[src/hdl/lnbc_pkg.sv]
// Purpose: Shared constants and types for the supply controller serial target
// Assumes: 7-bit target addressing, 8-bit system registers
// Notes:   Register select lives in the top three bits of each written byte
package lnbc_pkg;
  localparam logic [4:0] LNBC_ADDR_BASE  = 5'h02;
  localparam logic [2:0] LNBC_SEL_DIAG   = 3'h0;
  localparam logic [2:0] LNBC_SEL_TONE   = 3'h1;
  localparam logic [2:0] LNBC_SEL_LIMIT  = 3'h2;
  localparam logic [2:0] LNBC_SEL_OUTPUT = 3'h3;
  localparam logic [7:0] LNBC_REG_RESET  = 8'h00;
  localparam int         LNBC_SEL_MSB    = 7;
  localparam int         LNBC_SEL_LSB    = 5;
  localparam logic [7:0] LNBC_DIAG_RO    = 8'h1f;
  localparam logic [3:0] LNBC_LAST_BIT   = 4'h7;
  localparam logic [3:0] LNBC_ACK_BIT    = 4'h8;

  typedef enum logic [2:0] {
    LNBC_IDLE,
    LNBC_ADDR,
    LNBC_WRITE,
    LNBC_READ,
    LNBC_WAIT
  } lnbc_state_e;

  typedef struct packed {
    logic [7:0] diag;
    logic [7:0] tone;
    logic [7:0] limit;
    logic [7:0] outp;
  } lnbc_regs_s;
endpackage

[src/hdl/lnbc_sync.sv]
// Purpose: Two-stage synchroniser for a bundle of pin levels
// Assumes: Inputs are asynchronous levels
// Notes:   Only the second stage leaves this module
`timescale 1ns/10ps
`default_nettype none
module lnbc_sync #(
  parameter int W = 1
) (
  input  wire logic         clk,    // System clock
  input  wire logic         rst_n,  // Async reset, active low
  input  wire logic [W-1:0] d,      // Async levels
  output logic      [W-1:0] q       // Synchronised levels
);
  logic [W-1:0] meta_ff;
  logic [W-1:0] sync_ff;

  always_ff @(posedge clk or negedge rst_n) begin
    if (!rst_n) begin
      meta_ff <= '0;
      sync_ff <= '0;
    end else begin
      meta_ff <= d;
      sync_ff <= meta_ff;
    end
  end

  assign q = sync_ff;
endmodule
`default_nettype wire

[src/hdl/lnbc_i2c_target.sv]
// Purpose: Serial target port with power-good gating and strap addressing
// Assumes: Bus clock far slower than clk; pins sampled through synchronisers
// Notes:   Reads return all four system registers in turn, starting at diag
`timescale 1ns/10ps
`default_nettype none
// Operation
// A read begins when our address arrives with the direction bit set.
// In read mode each bus clock carries one data bit, most significant first.
// An acknowledge on the ninth clock makes the device send another byte.
// No acknowledge on the ninth clock ends the read and stops data output.
// Read data copies the system registers, with live fault bits in diag.
// The interface resets at power-on and ignores the bus while power is bad.
// All four system registers are held at zero while power is bad.
// Once power is good the interface runs and accepts register writes.
// The supply enable bit starts cleared and the master sets it last.
// The target address is 0001000 with the two straps replacing its low bits.
// The address byte low bit picks read when one and write when zero.
// Writes reach only the tone, limit and output registers, never diag.
// After a read not-acknowledge the device waits for a stop or start.
module lnbc_i2c_target
  import lnbc_pkg::*;
(
  input  wire logic       clk,               // 250 MHz system clock
  input  wire logic       rst_n,             // Async reset, active low
  input  wire logic       scl_i,             // Bus clock pin level
  input  wire logic       sda_i,             // Bus data pin level
  output logic            sda_o,             // Bus data drive value
  output logic            sda_oe,            // Bus data drive enable
  input  wire logic       power_ok,          // Supply good from undervoltage_lockout
  input  wire logic       addr_strap_low,    // Address strap, bit 0
  input  wire logic       addr_strap_high,   // Address strap, bit 1
  input  wire logic [4:0] diag_flags,        // Live fault and diagnostic flags
  output lnbc_regs_s      sys_regs           // System register contents
);
  logic       rst_meta_ff, rst_sync_ff;
  logic [4:0] pins;
  logic       scl_s, sda_s, pwr_s, strap_l, strap_h;
  logic       scl_d_ff, sda_d_ff;
  logic       scl_rise, scl_fall, start_c, stop_c;
  lnbc_state_e state_ff;
  logic [3:0] bit_ff;
  logic [7:0] shift_ff;
  logic [1:0] rd_sel_ff;
  logic       sda_o_ff, sda_oe_ff;
  lnbc_regs_s regs_ff;
  logic [7:0] rd_byte;

  // ====================================================================
  // Reset release and pin synchronisers
  always_ff @(posedge clk or negedge rst_n) begin
    if (!rst_n) begin
      rst_meta_ff <= 1'b0;
      rst_sync_ff <= 1'b0;
    end else begin
      rst_meta_ff <= 1'b1;
      rst_sync_ff <= rst_meta_ff;
    end
  end

  lnbc_sync #(.W(5)) u_sync (
    .clk   (clk),
    .rst_n (rst_sync_ff),
    .d     ({~scl_i, ~sda_i, power_ok, addr_strap_low, addr_strap_high}),
    .q     (pins)
  );
  // Bus pins pass inverted so the zero reset of the synchroniser reads as idle high;
  // otherwise the first cycles after reset would look like a bus clock edge
  assign {scl_s, sda_s, pwr_s, strap_l, strap_h} = pins ^ 5'h18;

  // ====================================================================
  // Bus condition detection
  always_ff @(posedge clk or negedge rst_sync_ff) begin
    if (!rst_sync_ff) begin
      scl_d_ff <= 1'b1;
      sda_d_ff <= 1'b1;
    end else begin
      scl_d_ff <= scl_s;
      sda_d_ff <= sda_s;
    end
  end

  assign scl_rise = scl_s & ~scl_d_ff;
  assign scl_fall = ~scl_s & scl_d_ff;
  assign start_c  = scl_s & scl_d_ff & sda_d_ff & ~sda_s;
  assign stop_c   = scl_s & scl_d_ff & ~sda_d_ff & sda_s;

  // Register picked by the current read position
  always_comb begin
    unique case (rd_sel_ff)
      2'd0:    rd_byte = regs_ff.diag;
      2'd1:    rd_byte = regs_ff.tone;
      2'd2:    rd_byte = regs_ff.limit;
      default: rd_byte = regs_ff.outp;
    endcase
  end

  // ====================================================================
  // Transfer sequencing
  // Bit counter counts rising edges: 0..7 data, 8 acknowledge slot
  always_ff @(posedge clk or negedge rst_sync_ff) begin
    if (!rst_sync_ff) begin
      state_ff  <= LNBC_IDLE;
      bit_ff    <= 4'h0;
      shift_ff  <= 8'h00;
      rd_sel_ff <= 2'd0;
    end else if (!pwr_s) begin
      state_ff  <= LNBC_IDLE;
      bit_ff    <= 4'h0;
      shift_ff  <= 8'h00;
      rd_sel_ff <= 2'd0;
    end else if (start_c) begin
      state_ff <= LNBC_ADDR;
      bit_ff   <= 4'h0;
    end else if (stop_c) begin
      state_ff <= LNBC_IDLE;
    end else if (scl_rise) begin
      if (bit_ff == LNBC_ACK_BIT) begin
        bit_ff <= 4'h0;
        unique case (state_ff)
          LNBC_ADDR: begin
            if (shift_ff[7:1] == {LNBC_ADDR_BASE, strap_h, strap_l}) begin
              state_ff  <= shift_ff[0] ? LNBC_READ : LNBC_WRITE;
              rd_sel_ff <= 2'd0;
            end else begin
              state_ff <= LNBC_WAIT;
            end
          end
          LNBC_READ: begin
            if (sda_s) begin
              state_ff <= LNBC_WAIT;
            end else begin
              rd_sel_ff <= rd_sel_ff + 2'd1;
            end
          end
          default: ;
        endcase
      end else begin
        bit_ff   <= bit_ff + 4'h1;
        shift_ff <= {shift_ff[6:0], sda_s};
      end
    end
  end

  // ====================================================================
  // Data line drive, set only on a bus clock fall; released at once on start, stop or power bad
  always_ff @(posedge clk or negedge rst_sync_ff) begin
    if (!rst_sync_ff) begin
      sda_o_ff  <= 1'b1;
      sda_oe_ff <= 1'b0;
    end else if (!pwr_s || start_c || stop_c) begin
      sda_o_ff  <= 1'b1;
      sda_oe_ff <= 1'b0;
    end else if (scl_fall) begin
      sda_o_ff  <= 1'b1;
      sda_oe_ff <= 1'b0;
      if (bit_ff == LNBC_ACK_BIT) begin
        // Acknowledge slot: our address or a write byte; in a read it is the master's
        if (state_ff == LNBC_WRITE ||
            (state_ff == LNBC_ADDR &&
             shift_ff[7:1] == {LNBC_ADDR_BASE, strap_h, strap_l})) begin
          sda_o_ff  <= 1'b0;
          sda_oe_ff <= 1'b1;
        end
      end else if (state_ff == LNBC_READ) begin
        // Count 0 is the fall after the acknowledge, which carries the msb
        sda_o_ff  <= rd_byte[LNBC_LAST_BIT[2:0] - bit_ff[2:0]];
        sda_oe_ff <= 1'b1;
      end
    end
  end

  // ====================================================================
  // System registers
  // Selector field of a write byte picks the register; diag is read-only
  always_ff @(posedge clk or negedge rst_sync_ff) begin
    if (!rst_sync_ff) begin
      regs_ff <= '0;
    end else if (!pwr_s) begin
      regs_ff <= '0;
    end else begin
      regs_ff.diag[4:0] <= diag_flags & LNBC_DIAG_RO[4:0];
      if (scl_rise && bit_ff == LNBC_LAST_BIT && state_ff == LNBC_WRITE) begin
        unique case (shift_ff[6:4])
          LNBC_SEL_TONE:   regs_ff.tone  <= {shift_ff[6:0], sda_s};
          LNBC_SEL_LIMIT:  regs_ff.limit <= {shift_ff[6:0], sda_s};
          LNBC_SEL_OUTPUT: regs_ff.outp  <= {shift_ff[6:0], sda_s};
          default: ;
        endcase
      end
    end
  end

  assign sda_o    = sda_o_ff;
  assign sda_oe   = sda_oe_ff;
  assign sys_regs = regs_ff;

  // ====================================================================
  // Checks
  quiet_unpowered_a: assert property (@(posedge clk) disable iff (!rst_sync_ff)
    !pwr_s |=> !sda_oe_ff) else $error("Data driven while power bad");
  regs_cleared_a: assert property (@(posedge clk) disable iff (!rst_sync_ff)
    !pwr_s |=> regs_ff == '0) else $error("Registers not zero while power bad");
  nack_ends_read_a: assert property (@(posedge clk) disable iff (!rst_sync_ff)
    (state_ff == LNBC_READ && scl_rise && bit_ff == LNBC_ACK_BIT && sda_s && pwr_s
     && !start_c && !stop_c) |=> state_ff == LNBC_WAIT) else $error("Read kept after nack");
  wait_silent_a: assert property (@(posedge clk) disable iff (!rst_sync_ff)
    (state_ff == LNBC_WAIT && !sda_oe_ff) |=> !sda_oe_ff) else $error("Drive while waiting");
  diag_write_a: assert property (@(posedge clk) disable iff (!rst_sync_ff)
    (pwr_s && $past(pwr_s)) |-> regs_ff.diag[7:5] == 3'h0) else $error("Diag written");
  ack_advance_a: assert property (@(posedge clk) disable iff (!rst_sync_ff)
    (state_ff == LNBC_READ && scl_rise && bit_ff == LNBC_ACK_BIT && !sda_s && pwr_s
     && !start_c && !stop_c) |=> rd_sel_ff == $past(rd_sel_ff) + 2'd1)
    else $error("No next byte after ack");
  addr_match_a: assert property (@(posedge clk) disable iff (!rst_sync_ff)
    (state_ff == LNBC_ADDR && scl_rise && bit_ff == LNBC_ACK_BIT && pwr_s && !start_c
     && !stop_c && shift_ff == {LNBC_ADDR_BASE, strap_h, strap_l, 1'b1})
    |=> state_ff == LNBC_READ) else $error("Read not entered");
  msb_first_a: assert property (@(posedge clk) disable iff (!rst_sync_ff)
    (state_ff == LNBC_READ && scl_fall && bit_ff == 4'h0 && pwr_s && !start_c
     && !stop_c) |=> sda_oe_ff && sda_o_ff == $past(rd_byte[7]))
    else $error("First bit not msb");
  addr_ack_a: assert property (@(posedge clk) disable iff (!rst_sync_ff)
    (state_ff == LNBC_ADDR && scl_fall && bit_ff == LNBC_ACK_BIT && pwr_s && !start_c
     && !stop_c && shift_ff[7:1] == {LNBC_ADDR_BASE, strap_h, strap_l})
    |=> sda_oe_ff && !sda_o_ff) else $error("Address not acknowledged");
  read_release_a: assert property (@(posedge clk) disable iff (!rst_sync_ff)
    (state_ff == LNBC_READ && scl_fall && bit_ff == LNBC_ACK_BIT && pwr_s && !start_c
     && !stop_c) |=> !sda_oe_ff) else $error("Data driven in master ack slot");
endmodule
`default_nettype wire

[config.mk]
export PLATFORM = sky130hd
export DESIGN_NAME = lnbc_i2c_target
export DESIGN_NICKNAME = d
export VERILOG_FILES = /design/src/hdl/lnbc_pkg.sv /design/src/hdl/lnbc_sync.sv /design/src/hdl/lnbc_i2c_target.sv
export SDC_FILE = /design/constraint.sdc
export NUM_CORES = 1
export LEC_CHECK = 0
export BUFFER_PORTS_ARGS = -buffer_cell sky130_fd_sc_hd__buf_4
export CAP_MARGIN = 20
export CORE_ASPECT_RATIO = 1.4
export CORE_MARGIN = 2
export CORE_UTILIZATION = 60
export CTS_CLUSTER_SIZE = 16
export DETAILED_ROUTE_END_ITERATION = 10
export HOLD_SLACK_MARGIN = 0.12
export PLACE_DENSITY_LB_ADDON = 0.12
export SETUP_SLACK_MARGIN = 0.02
export SLEW_MARGIN = 20
export SYNTH_ARGS = -nofsm -noshare
export SYNTH_HDL_FRONTEND = slang
export SYNTH_HIERARCHICAL = 1
export SYNTH_SLANG_ARGS = --single-unit
[constraint.sdc]
create_clock -name clk -period 3.35 [get_ports clk]
set_input_delay 0.8375 -clock clk [delete_from_list [all_inputs] [get_ports clk]]
set_output_delay 0.8375 -clock clk [all_outputs]
set_load 0.005 [all_outputs]
==> flow_metrics.env, run 1 <==
export IMPL_status="finished clean"
export IMPL_post_route_period_util_pct=65.9
export IMPL_synth_top_area_share_pct=52.3
export IMPL_hold_violations=0
export IMPL_seq_area_frac_synth_pct=55.0
export IMPL_coreArea_mm2=0.00454
export IMPL_rows=29
export IMPL_yosysWarningCount=6
export IMPL_critPathArrivalTime_ns=2.38
export IMPL_clk_latency_ns=0.34
export IMPL_critPathKind="reg2reg"
export IMPL_netlist_top_cells_area="dfrtp_1, nand2_1, a21oi_1, dfstp_2, ha_1"
export IMPL_htree_levels=3
export IMPL_critPathBufInv=0
export IMPL_cts_buffer_depth=2
export IMPL_io_buffers=42
export IMPL_dieWidth_um=62.0
export IMPL_place_area_mm2=0.00315
export IMPL_final_cells=386
export IMPL_grt_pass1_wl_um=10400
export IMPL_hold_ws_ns=0.273
export IMPL_critPathLaunchType="flip-flop"
export IMPL_die_h_um=85.2
export IMPL_max_stage_delay_ns=0.60
export IMPL_crit_family="simple AND/OR/NAND/NOR gates"
export IMPL_syn_inst=278
export IMPL_grt_usage_pct=27.0
export IMPL_hpwl_um=4630
export IMPL_wire_per_inst_um=16.7
export IMPL_filler_cell_count=334
export IMPL_worstPathCellList="ha_1, and4bb_2, nand3_1, nor2_1, nor2_1, o21ai_0"
export IMPL_postLayoutCellArea_mm2=0.00337
export IMPL_cp_common_cell="nor2_1"
export IMPL_drt_iter0_markers=152
export IMPL_diodes=0
export IMPL_relSlewSlack_pct=47.1
export IMPL_area_delta_synth_final_pct=19.2
export IMPL_drive_above_1_share_pct=23.1
export IMPL_clk_pin_slew_worst_paths_ns=0.06
export IMPL_cpMaxStageDelayCell="nor2_1"
export IMPL_overflow=0
export IMPL_avgViaCountPerCell=5.78
export IMPL_synth_seq_cells=62
export IMPL_grt_start_max_net_pins=33
export IMPL_worst_slack_ns=1.14
export IMPL_ctsRootBufferMaster="clkbuf_8"
export IMPL_synth_edff_count=0
export IMPL_postRouteAntennaNets=0
export IMPL_tns_ns=0
export IMPL_cts_setup_buffers=0
export IMPL_die_area_mm2=0.00528
export IMPL_multi_input_area_mm2=0.00113
export IMPL_synth_flop_cell="dfrtp_1"
export IMPL_num_vias=2233
export IMPL_yosysUniqueCellTypes=51
export IMPL_maxCapViolations=0
export IMPL_synth_largest_area_cell="dfrtp_1"
export IMPL_crit_fanout=14
export IMPL_hold_class="in2async"
export IMPL_power_mw=1.59
export IMPL_gp_congestion=0.893
export IMPL_avgSynthCellArea_um2=10.2
export IMPL_grt_pass1_vias=2147
export IMPL_dpl_worst_slack_ns=1.17
export IMPL_setup_viol=0
export IMPL_io_pins=46
export IMPL_tightestPinTransition_ns=0.791
export IMPL_layout_nets=337
export IMPL_rsz0062_at_grt="no"
export IMPL_first_pass_iters=6
export IMPL_ir_drop_mv=0.380
export IMPL_worstSetupEndpointType="flip-flop"
export IMPL_min_period_ns=2.21
export IMPL_cts_buffers=9
export IMPL_cts_sinks=62
export IMPL_post_route_util_pct=74.3
export IMPL_initial_utilization_pct=62.3
export IMPL_async_flop_share_pct=100
export IMPL_slew_violations=0
export IMPL_timing_fmax_mhz=453
export IMPL_ff_latch_area_mm2=0.00156
export IMPL_skew_ns=0.00857
export IMPL_p_per_area_mw_per_mm2=471
export IMPL_holdBufCountCts=0
export IMPL_crit_required_ns=3.52
export IMPL_wl_um=6460
export IMPL_drc=0
export IMPL_placed_cells=370
export IMPL_cts_tree="yes"
export IMPL_antenna_found_initial=0
export IMPL_cts_resized=0
export IMPL_p_leak_nw=1.61
export IMPL_syn_area_mm2=0.00283
[routing by layer]
metal | share of wire [%] | track usage (%) | vias up | wire, um
met5 | 0 | 0 | - | 0
li1 | - | - | 1043 | -
met1 | 38 | 32.2 | 1077 | 2480
met4 | 3.8 | 13.9 | 0 | 248
met3 | 5.0 | 6.25 | 21 | 320
met2 | 53 | 43.9 | 92 | 3410
[report_power, final]
part / internal [mW] / switching, mW / total [mW]
Clock: 0.417 / 0.285 / 0.703
Combinational: 0.0382 / 0.0492 / 0.0875
Sequential: 0.768 / 0.0295 / 0.797
[cell usage in the layout, fill, tap and decap left out, drive strengths merged, types with 3 or more instances in the layout]
cell type	synthesis	layout
buf	11	45
o21ai	9	9
a31oi	3	3
a222oi	4	4
nor2b	3	3
a211oi	3	3
inv	14	14
mux2i	6	6
nor2	20	20
or2	3	3
and3	4	4
clkinv	1	4
dfstp	3	3
ha	6	6
nand3	12	12
a22oi	4	4
clkbuf	6	10
nand2	42	42
a21oi	21	21
nor3	6	6
dfrtp	59	59
and2	7	7
xnor2	3	3
conb	2	4
[final timing paths]
path,from,endpoint,slack [ns],cells after the start
min in group clk,rst_meta_ff,rst_sync_ff,0.35,0
max,bit_ff[0],sys_regs[17],1.14,6
min reg2reg,rst_sync_ff,sys_regs[6],0.27,0
max reg2reg,bit_ff[0],sys_regs[17],1.14,6
min,rst_n,rst_sync_ff,0.27,1
max in group asynchronous,rst_sync_ff,sda_o,2.19,1
[synth_stat cells, drive strengths merged, types with 4 or more instances]
master and number:
and2 7, a222oi 4, nor2 20, ha 6, nand2 42, nand3 12
clkbuf 6, dfrtp 59, and3 4, nor3 6, inv 14, mux2i 6
a22oi 4, o21ai 9, a21oi 21, buf 11
[layout make-up]
cell class / count / share of cell area (%)
Clock buffer: 10 / 3.79
Clock inverter: 6 / 2.56
Inverter: 15 / 1.67
Multi-Input combinational cell: 186 / 33.4
Sequential cell: 62 / 46.2
Tap cell: 62 / 2.30
Timing Repair Buffer: 45 / 10.0
[state kept, by name, indices dropped and copies added, names as in the netlist]
| name | count |
|---|---|
| bit_ff | 4 |
| u_sync/q | 5 |
| rst_meta_ff | 1 |
| sda_oe | 1 |
| u_sync/meta_ff | 5 |
| sda_d_ff | 1 |
| rd_sel_ff | 2 |
| sys_regs | 29 |
| state_ff | 3 |
| rst_sync_ff | 1 |
| sda_o | 1 |
| scl_d_ff | 1 |
| shift_ff | 8 |
[logic make-up after synthesis]
group	synth area share, %
other	0.266
adders and majority gates	2.66
xor gates and xnor gates	0.930
DFF	55.0
AOI/OAI and AO/OA	14.5
buffers and inverters	5.36
and+or+nand+nor	17.5
muxes	3.72
No activity file was read; power rests on OpenSTA's default activity.
==> run 2, diff against run 1 <==
--- a/config.mk
+++ b/config.mk
@@ -5,11 +5,12 @@
 export SDC_FILE = /design/constraint.sdc
 export NUM_CORES = 1
 export LEC_CHECK = 0
+export ABC_AREA = 1
 export BUFFER_PORTS_ARGS = -buffer_cell sky130_fd_sc_hd__buf_4
 export CAP_MARGIN = 20
 export CORE_ASPECT_RATIO = 1.4
 export CORE_MARGIN = 2
-export CORE_UTILIZATION = 60
+export CORE_UTILIZATION = 50
 export CTS_CLUSTER_SIZE = 16
 export DETAILED_ROUTE_END_ITERATION = 10
 export HOLD_SLACK_MARGIN = 0.12
==> constraint.sdc (replaced) <==
create_clock -name clk -period 1.8 [get_ports clk]
set_input_delay 0.45 -clock clk [delete_from_list [all_inputs] [get_ports clk]]
set_output_delay 0.45 -clock clk [all_outputs]
set_load 0.005 [all_outputs]
==> flow_metrics.env, run 2 <==
export IMPL_gp_congestion=0.903
export IMPL_hold_ws_ns=0.176
export IMPL_num_vias=2403
export IMPL_ctsRootBufferMaster="clkbuf_8"
export IMPL_rsz0062_at_grt="yes"
export IMPL_hold_class="reg2async"
export IMPL_ir_drop_mv=0.817
export IMPL_io_buffers=42
export IMPL_drc=0
export IMPL_netlist_top_cells_area="dfrtp_1, nand2_1, inv_1, nor2_1, nand3_1"
export IMPL_critPathLaunchType="flip-flop"
export IMPL_worst_slack_ns=0.109
export IMPL_synth_most_common_cell="nand2_1"
export IMPL_final_common_cell="nand2_1"
export IMPL_dpl_worst_slack_ns=0.00782
export IMPL_p_per_area_mw_per_mm2=921
export IMPL_yosysWarningCount=6
export IMPL_synth_xor_xnor_area_share_pct=0.309
export IMPL_crit_required_ns=2.02
export IMPL_coreArea_mm2=0.00549
export IMPL_wl_um=6770
export IMPL_placed_cells=442
export IMPL_postRouteAntennaNets=0
export IMPL_min_period_ns=1.69
export IMPL_syn_inst=331
export IMPL_synthAdderAreaFrac_pct=2.65
export IMPL_critPathArrivalTime_ns=1.91
export IMPL_final_cells=460
export IMPL_synth_edff_count=0
export IMPL_worstSetupEndpointType="flip-flop"
export IMPL_postLayoutCellArea_mm2=0.00355
export IMPL_synth_top_area_share_pct=52.1
export IMPL_synth_flop_cell="dfrtp_1"
export IMPL_status="finished clean"
export IMPL_wire_per_inst_um=14.7
export IMPL_synth_compound_area_share_pct=8.83
export IMPL_synth_seq_cells=62
export IMPL_yosysUniqueCellTypes=32
export IMPL_critPathKind="reg2reg"
export IMPL_crit_fanout=5
export IMPL_cts_buffers=9
export IMPL_synth_largest_area_cell="dfrtp_1"
export IMPL_hold_violations=0
export IMPL_ff_latch_area_mm2=0.00156
export IMPL_cts_buffer_depth=2
export IMPL_htree_levels=3
export IMPL_async_flop_share_pct=100
export IMPL_setup_viol=0
export IMPL_first_pass_iters=5
export IMPL_dieWidth_um=67.6
export IMPL_synthMuxAreaShare_pct=0
export IMPL_layout_nets=405
export IMPL_grt_pass1_vias=2337
export IMPL_synthSimpleGateAreaFrac_pct=24.9
export IMPL_io_pins=46
export IMPL_place_area_mm2=0.00325
export IMPL_avgViaCountPerCell=5.22
export IMPL_initial_utilization_pct=51.6
export IMPL_grt_usage_pct=23.9
export IMPL_slew_violations=0
export IMPL_post_route_period_util_pct=93.9
export IMPL_maxCapViolations=0
export IMPL_layout_common_cells="nand2_1, dfrtp_1, buf_4"
export IMPL_drive_above_1_share_pct=23.2
export IMPL_clk_pin_slew_worst_paths_ns=0.07
export IMPL_avgSynthCellArea_um2=8.56
export IMPL_filler_cell_count=438
export IMPL_die_h_um=93.1
export IMPL_p_leak_nw=1.80
export IMPL_hpwl_um=4880
export IMPL_timing_fmax_mhz=591
export IMPL_synth_top_family_by_area="simple AND/OR/NAND/NOR gates"
export IMPL_area_delta_synth_final_pct=25.3
export IMPL_diodes=0
export IMPL_power_mw=3.27
export IMPL_skew_ns=0.00828
export IMPL_rows=32
export IMPL_multi_input_area_mm2=0.00109
export IMPL_grt_pass1_wl_um=11000
export IMPL_die_area_mm2=0.00629
export IMPL_overflow=0
export IMPL_cts_tree="yes"
export IMPL_clk_latency_ns=0.34
export IMPL_ys_top_cells_by_count="nand2_1, dfrtp_1, inv_1, nor2_1, nand3_1"
export IMPL_drt_iter0_markers=213
export IMPL_largest_reg_flops=29
export IMPL_antenna_found_initial=0
export IMPL_syn_area_mm2=0.00283
export IMPL_seq_area_frac_synth_pct=54.9
export IMPL_cts_sinks=62
export IMPL_grt_start_max_net_pins=47
## run 2: cell type report
type	count	area share, %
sequential	62	43.9
multi-input combinational	219	30.8
timing repair buffer	53	11.6
inverter	42	4.44
clock buffer	12	4.09
clock inverter	4	2.68
tap	68	2.40
## run 2: what timing repair did
item / CTS / global route
hold endpoints to repair: 2 / 0
hold buffers: 1 / 0
gates resized for setup: 0 / 13
endpoints found under the setup margin: 11 / 37
setup buffers: 0 / 1
pin swaps: 1 / 2
## run 2: logic make-up (layout without fill, tap and decap cells)
logic type	Yosys count	in the layout
DFF	62	62
buffers and inverters	52	111
adders and majority gates	6	6
and+or+nand+nor	161	161
AOI/OAI and AO/OA	47	47
xor gates and xnor gates	1	1
other	2	4
## run 2: final timing paths
kind / start / to / slack [ns] / cells past startpoint
max in group asynchronous: rst_sync_ff / scl_d_ff / 1.01 / 1
worst max register to register: bit_ff[1] / sys_regs[8] / 0.11 / 9
worst min register to register: rst_sync_ff / u_sync/meta_ff[0] / 0.18 / 0
min in group clk: addr_strap_high / u_sync/meta_ff[0] / 0.21 / 1
worst min-delay path: rst_sync_ff / u_sync/meta_ff[0] / 0.18 / 0
worst max-delay path: bit_ff[1] / sys_regs[8] / 0.11 / 9
## run 2: where the power goes
group | total [mW] | internal, mW | switching, mW
logic | 0.290 | 0.122 | 0.168
clock network | 1.48 | 0.957 | 0.527
registers | 1.49 | 1.45 | 0.0487
## run 2: metal layers
metal	GRT usage (%)	share of wire (%)	up-vias
met1	28.1	40	1154
met2	40.9	54	78
met4	10.0	2.1	0
met5	0	0	-
met3	5.29	4.5	12
li1	-	-	1159
## run 2: worst max-delay path, cell delays in order, from the launching register on
cell and delay [ns]:
dfrtp_2 0.42, ha_1 0.19, nand2_1 0.12, nor4_4 0.26, buf_4 0.19, nand3_2 0.09, nand2_2 0.11, inv_2 0.06
nand2_1 0.06, o21ai_1 0.07
## run 2: metrics by stage
stage / util (%) / setup TNS [ns]
final: 64.7 / 0
after global routing: 64.7 / -0.0298
after CTS: 63.8 / 0
after detailed placement: 59.2 / 0
after global placement: 59.2 / 0
after floorplan: - / 0
==> run 3, diff against run 2 <==
--- a/config.mk
+++ b/config.mk
@@ -6,7 +6,7 @@
 export NUM_CORES = 1
 export LEC_CHECK = 0
 export ABC_AREA = 1
-export BUFFER_PORTS_ARGS = -buffer_cell sky130_fd_sc_hd__buf_4
+export BUFFER_PORTS_ARGS = -buffer_cell sky130_fd_sc_hd__buf_2
 export CAP_MARGIN = 20
 export CORE_ASPECT_RATIO = 1.4
 export CORE_MARGIN = 2
@@ -14,7 +14,7 @@
 export CTS_CLUSTER_SIZE = 16
 export DETAILED_ROUTE_END_ITERATION = 10
 export HOLD_SLACK_MARGIN = 0.12
-export PLACE_DENSITY_LB_ADDON = 0.12
+export PLACE_DENSITY = 0.8
 export SETUP_SLACK_MARGIN = 0.02
 export SLEW_MARGIN = 20
 export SYNTH_ARGS = -nofsm -noshare
==> flow_metrics.env, run 3 (synthesized netlist as in run 2, its figures left out) <==
export IMPL_die_area_mm2=0.00629
export IMPL_r2r_cells=9
export IMPL_cp_common_cell="nand2_1"
export IMPL_hpwl_um=4820
export IMPL_gp_congestion=0.942
export IMPL_worstSetupEndpointType="flip-flop"
export IMPL_htree_levels=3
export IMPL_intPower_mw=2.09
export IMPL_multi_input_area_mm2=0.00110
export IMPL_layout_common_cells="nand2_1, dfrtp_1, buf_2"
export IMPL_critPathKind="reg2reg"
export IMPL_ir_drop_mv=0.438
export IMPL_rrSetupSlack_ns=0.12
export IMPL_area_delta_synth_final_pct=19.9
export IMPL_hold_ws_ns=0.123
export IMPL_critPathBufInv=2
export IMPL_diodes=0
export IMPL_num_vias=2404
export IMPL_power_mw=2.82
export IMPL_cts_buffer_depth=2
export IMPL_ctsRootBufferMaster="clkbuf_8"
export IMPL_min_period_ns=1.68
export IMPL_wl_um=6530
export IMPL_status="finished clean"
export IMPL_cpMaxStageDelayCell="dfrtp_2"
export IMPL_crit_fanout=5
export IMPL_p_leak_nw=1.77
export IMPL_ff_latch_area_mm2=0.00156
export IMPL_p_seq_share_pct=52.9
export IMPL_slew_violations=0
export IMPL_post_route_util_pct=61.9
export IMPL_hold_violations=0
export IMPL_skew_ns=0.0106
export IMPL_clockPowerShare_pct=36.9
export IMPL_power_switching_uw=731
export IMPL_maxCapViolations=0
export IMPL_combPwrFrac_pct=10.2
export IMPL_timing_rr_end="sys_regs[10]"
export IMPL_drt_iter0_markers=219
export IMPL_crit_required_ns=2.03
export IMPL_post_route_period_util_pct=93.4
export IMPL_hold_class="reg2async"
export IMPL_p_per_area_mw_per_mm2=831
export IMPL_crit_path_start="bit_ff[0]"
export IMPL_largest_reg_flops=29
export IMPL_clk_latency_ns=0.34
export IMPL_timing_fmax_mhz=595
export IMPL_grt_pass1_wl_um=10700
export IMPL_first_pass_iters=5
export IMPL_critPathLaunchType="flip-flop"
export IMPL_cts_sinks=62
export IMPL_filler_cell_count=467
export IMPL_grt_start_max_net_pins=36
export IMPL_worst_path_stages=9
export IMPL_io_pins=46
export IMPL_final_common_cell="nand2_1"
export IMPL_r2r_start="bit_ff[0]"
export IMPL_clk_pin_slew_worst_paths_ns=0.07
export IMPL_setup_viol=0
export IMPL_netSwitchingFraction_pct=25.9
export IMPL_cp_endpoint="sys_regs[10]"
export IMPL_die_h_um=93.1
export IMPL_drive_above_1_share_pct=23.8
export IMPL_worstPathCellList="ha_1, nand2_1, nor4_4, buf_4, nand3_2, nand2_2, inv_2, nand2_1, o21ai_1"
export IMPL_avgViaCountPerCell=5.19
export IMPL_max_stage_delay_ns=0.40
export IMPL_wire_per_inst_um=14.1
export IMPL_crit_family="simple AND/OR/NAND/NOR gates"
export IMPL_initial_utilization_pct=51.6
export IMPL_grt_pass1_vias=2422
export IMPL_drc=0
export IMPL_overflow=0
export IMPL_cts_tree="yes"
export IMPL_antenna_found_initial=0
export IMPL_coreArea_mm2=0.00549
export IMPL_io_buffers=42
export IMPL_grt_usage_pct=23.2
export IMPL_critPathArrivalTime_ns=1.91
export IMPL_rows=32
export IMPL_postRouteAntennaNets=0
export IMPL_cts_buffers=9
export IMPL_layout_nets=408
export IMPL_dieWidth_um=67.6
==> run 3: repair_timing <==
item	in CTS	in global routing
setup endpoints to repair	7	34
pin swaps	1	4
hold buffers	1	0
hold endpoints to repair	2	0
gates resized for setup	0	14
buffers inserted	0	4
==> run 3: cell type report <==
class / count / area share, %
clock buffers: 12 / 4.27
clock inverters: 4 / 0.663
inverters: 42 / 4.64
multi-input cells: 219 / 32.3
flip-flops and latches: 62 / 45.9
well taps: 68 / 2.50
repair buffers: 56 / 9.72
==> run 3: metrics by stage <==
stage          cells  setup WS [ns]  setup TNS, ns  area [um2]
2_1_floorplan    333         0.0519              0        2840
3_3_place_gp     442         0.0673              0        3140
3_5_place_dp     442       -0.00426       -0.00426        3140
4_1_cts          459         0.0180              0        3320
5_1_grt          463        -0.0166        -0.0459        3400
6_report         463          0.119              0        3400
==> run 3: how the worst min path moves through the flow <==
stage	start	to	depth (start not counted)
final	rst_sync_ff	shift_ff[4]	0
after global routing	rst_sync_ff	shift_ff[3]	0
after CTS	rst_sync_ff	shift_ff[4]	0
after detailed placement	rst_sync_ff	shift_ff[3]	0
after global placement	rst_sync_ff	shift_ff[3]	0
after floorplan	rst_n	rst_meta_ff	0
==> run 3: layer usage <==
| layer | track usage, % | share of wire [%] | vias to the layer above |
|---|---|---|---|
| met5 | 0 | 0 | - |
| met4 | 14.3 | 2.6 | 0 |
| met3 | 6.14 | 4.5 | 18 |
| met2 | 38.3 | 52 | 75 |
| met1 | 25.9 | 41 | 1147 |
| li1 | - | - | 1164 |
==> run 3: power groups by stage <==
stage / clock network, mW / registers, mW / logic [mW]
finish: 1.04 / 1.49 / 0.288
global route: 1.14 / 1.50 / 0.324
CTS: 1.08 / 1.49 / 0.264
detailed placement: 0 / 1.52 / 0.261
global placement: 0 / 1.52 / 0.254
floorplan: 0 / 1.52 / 0.156
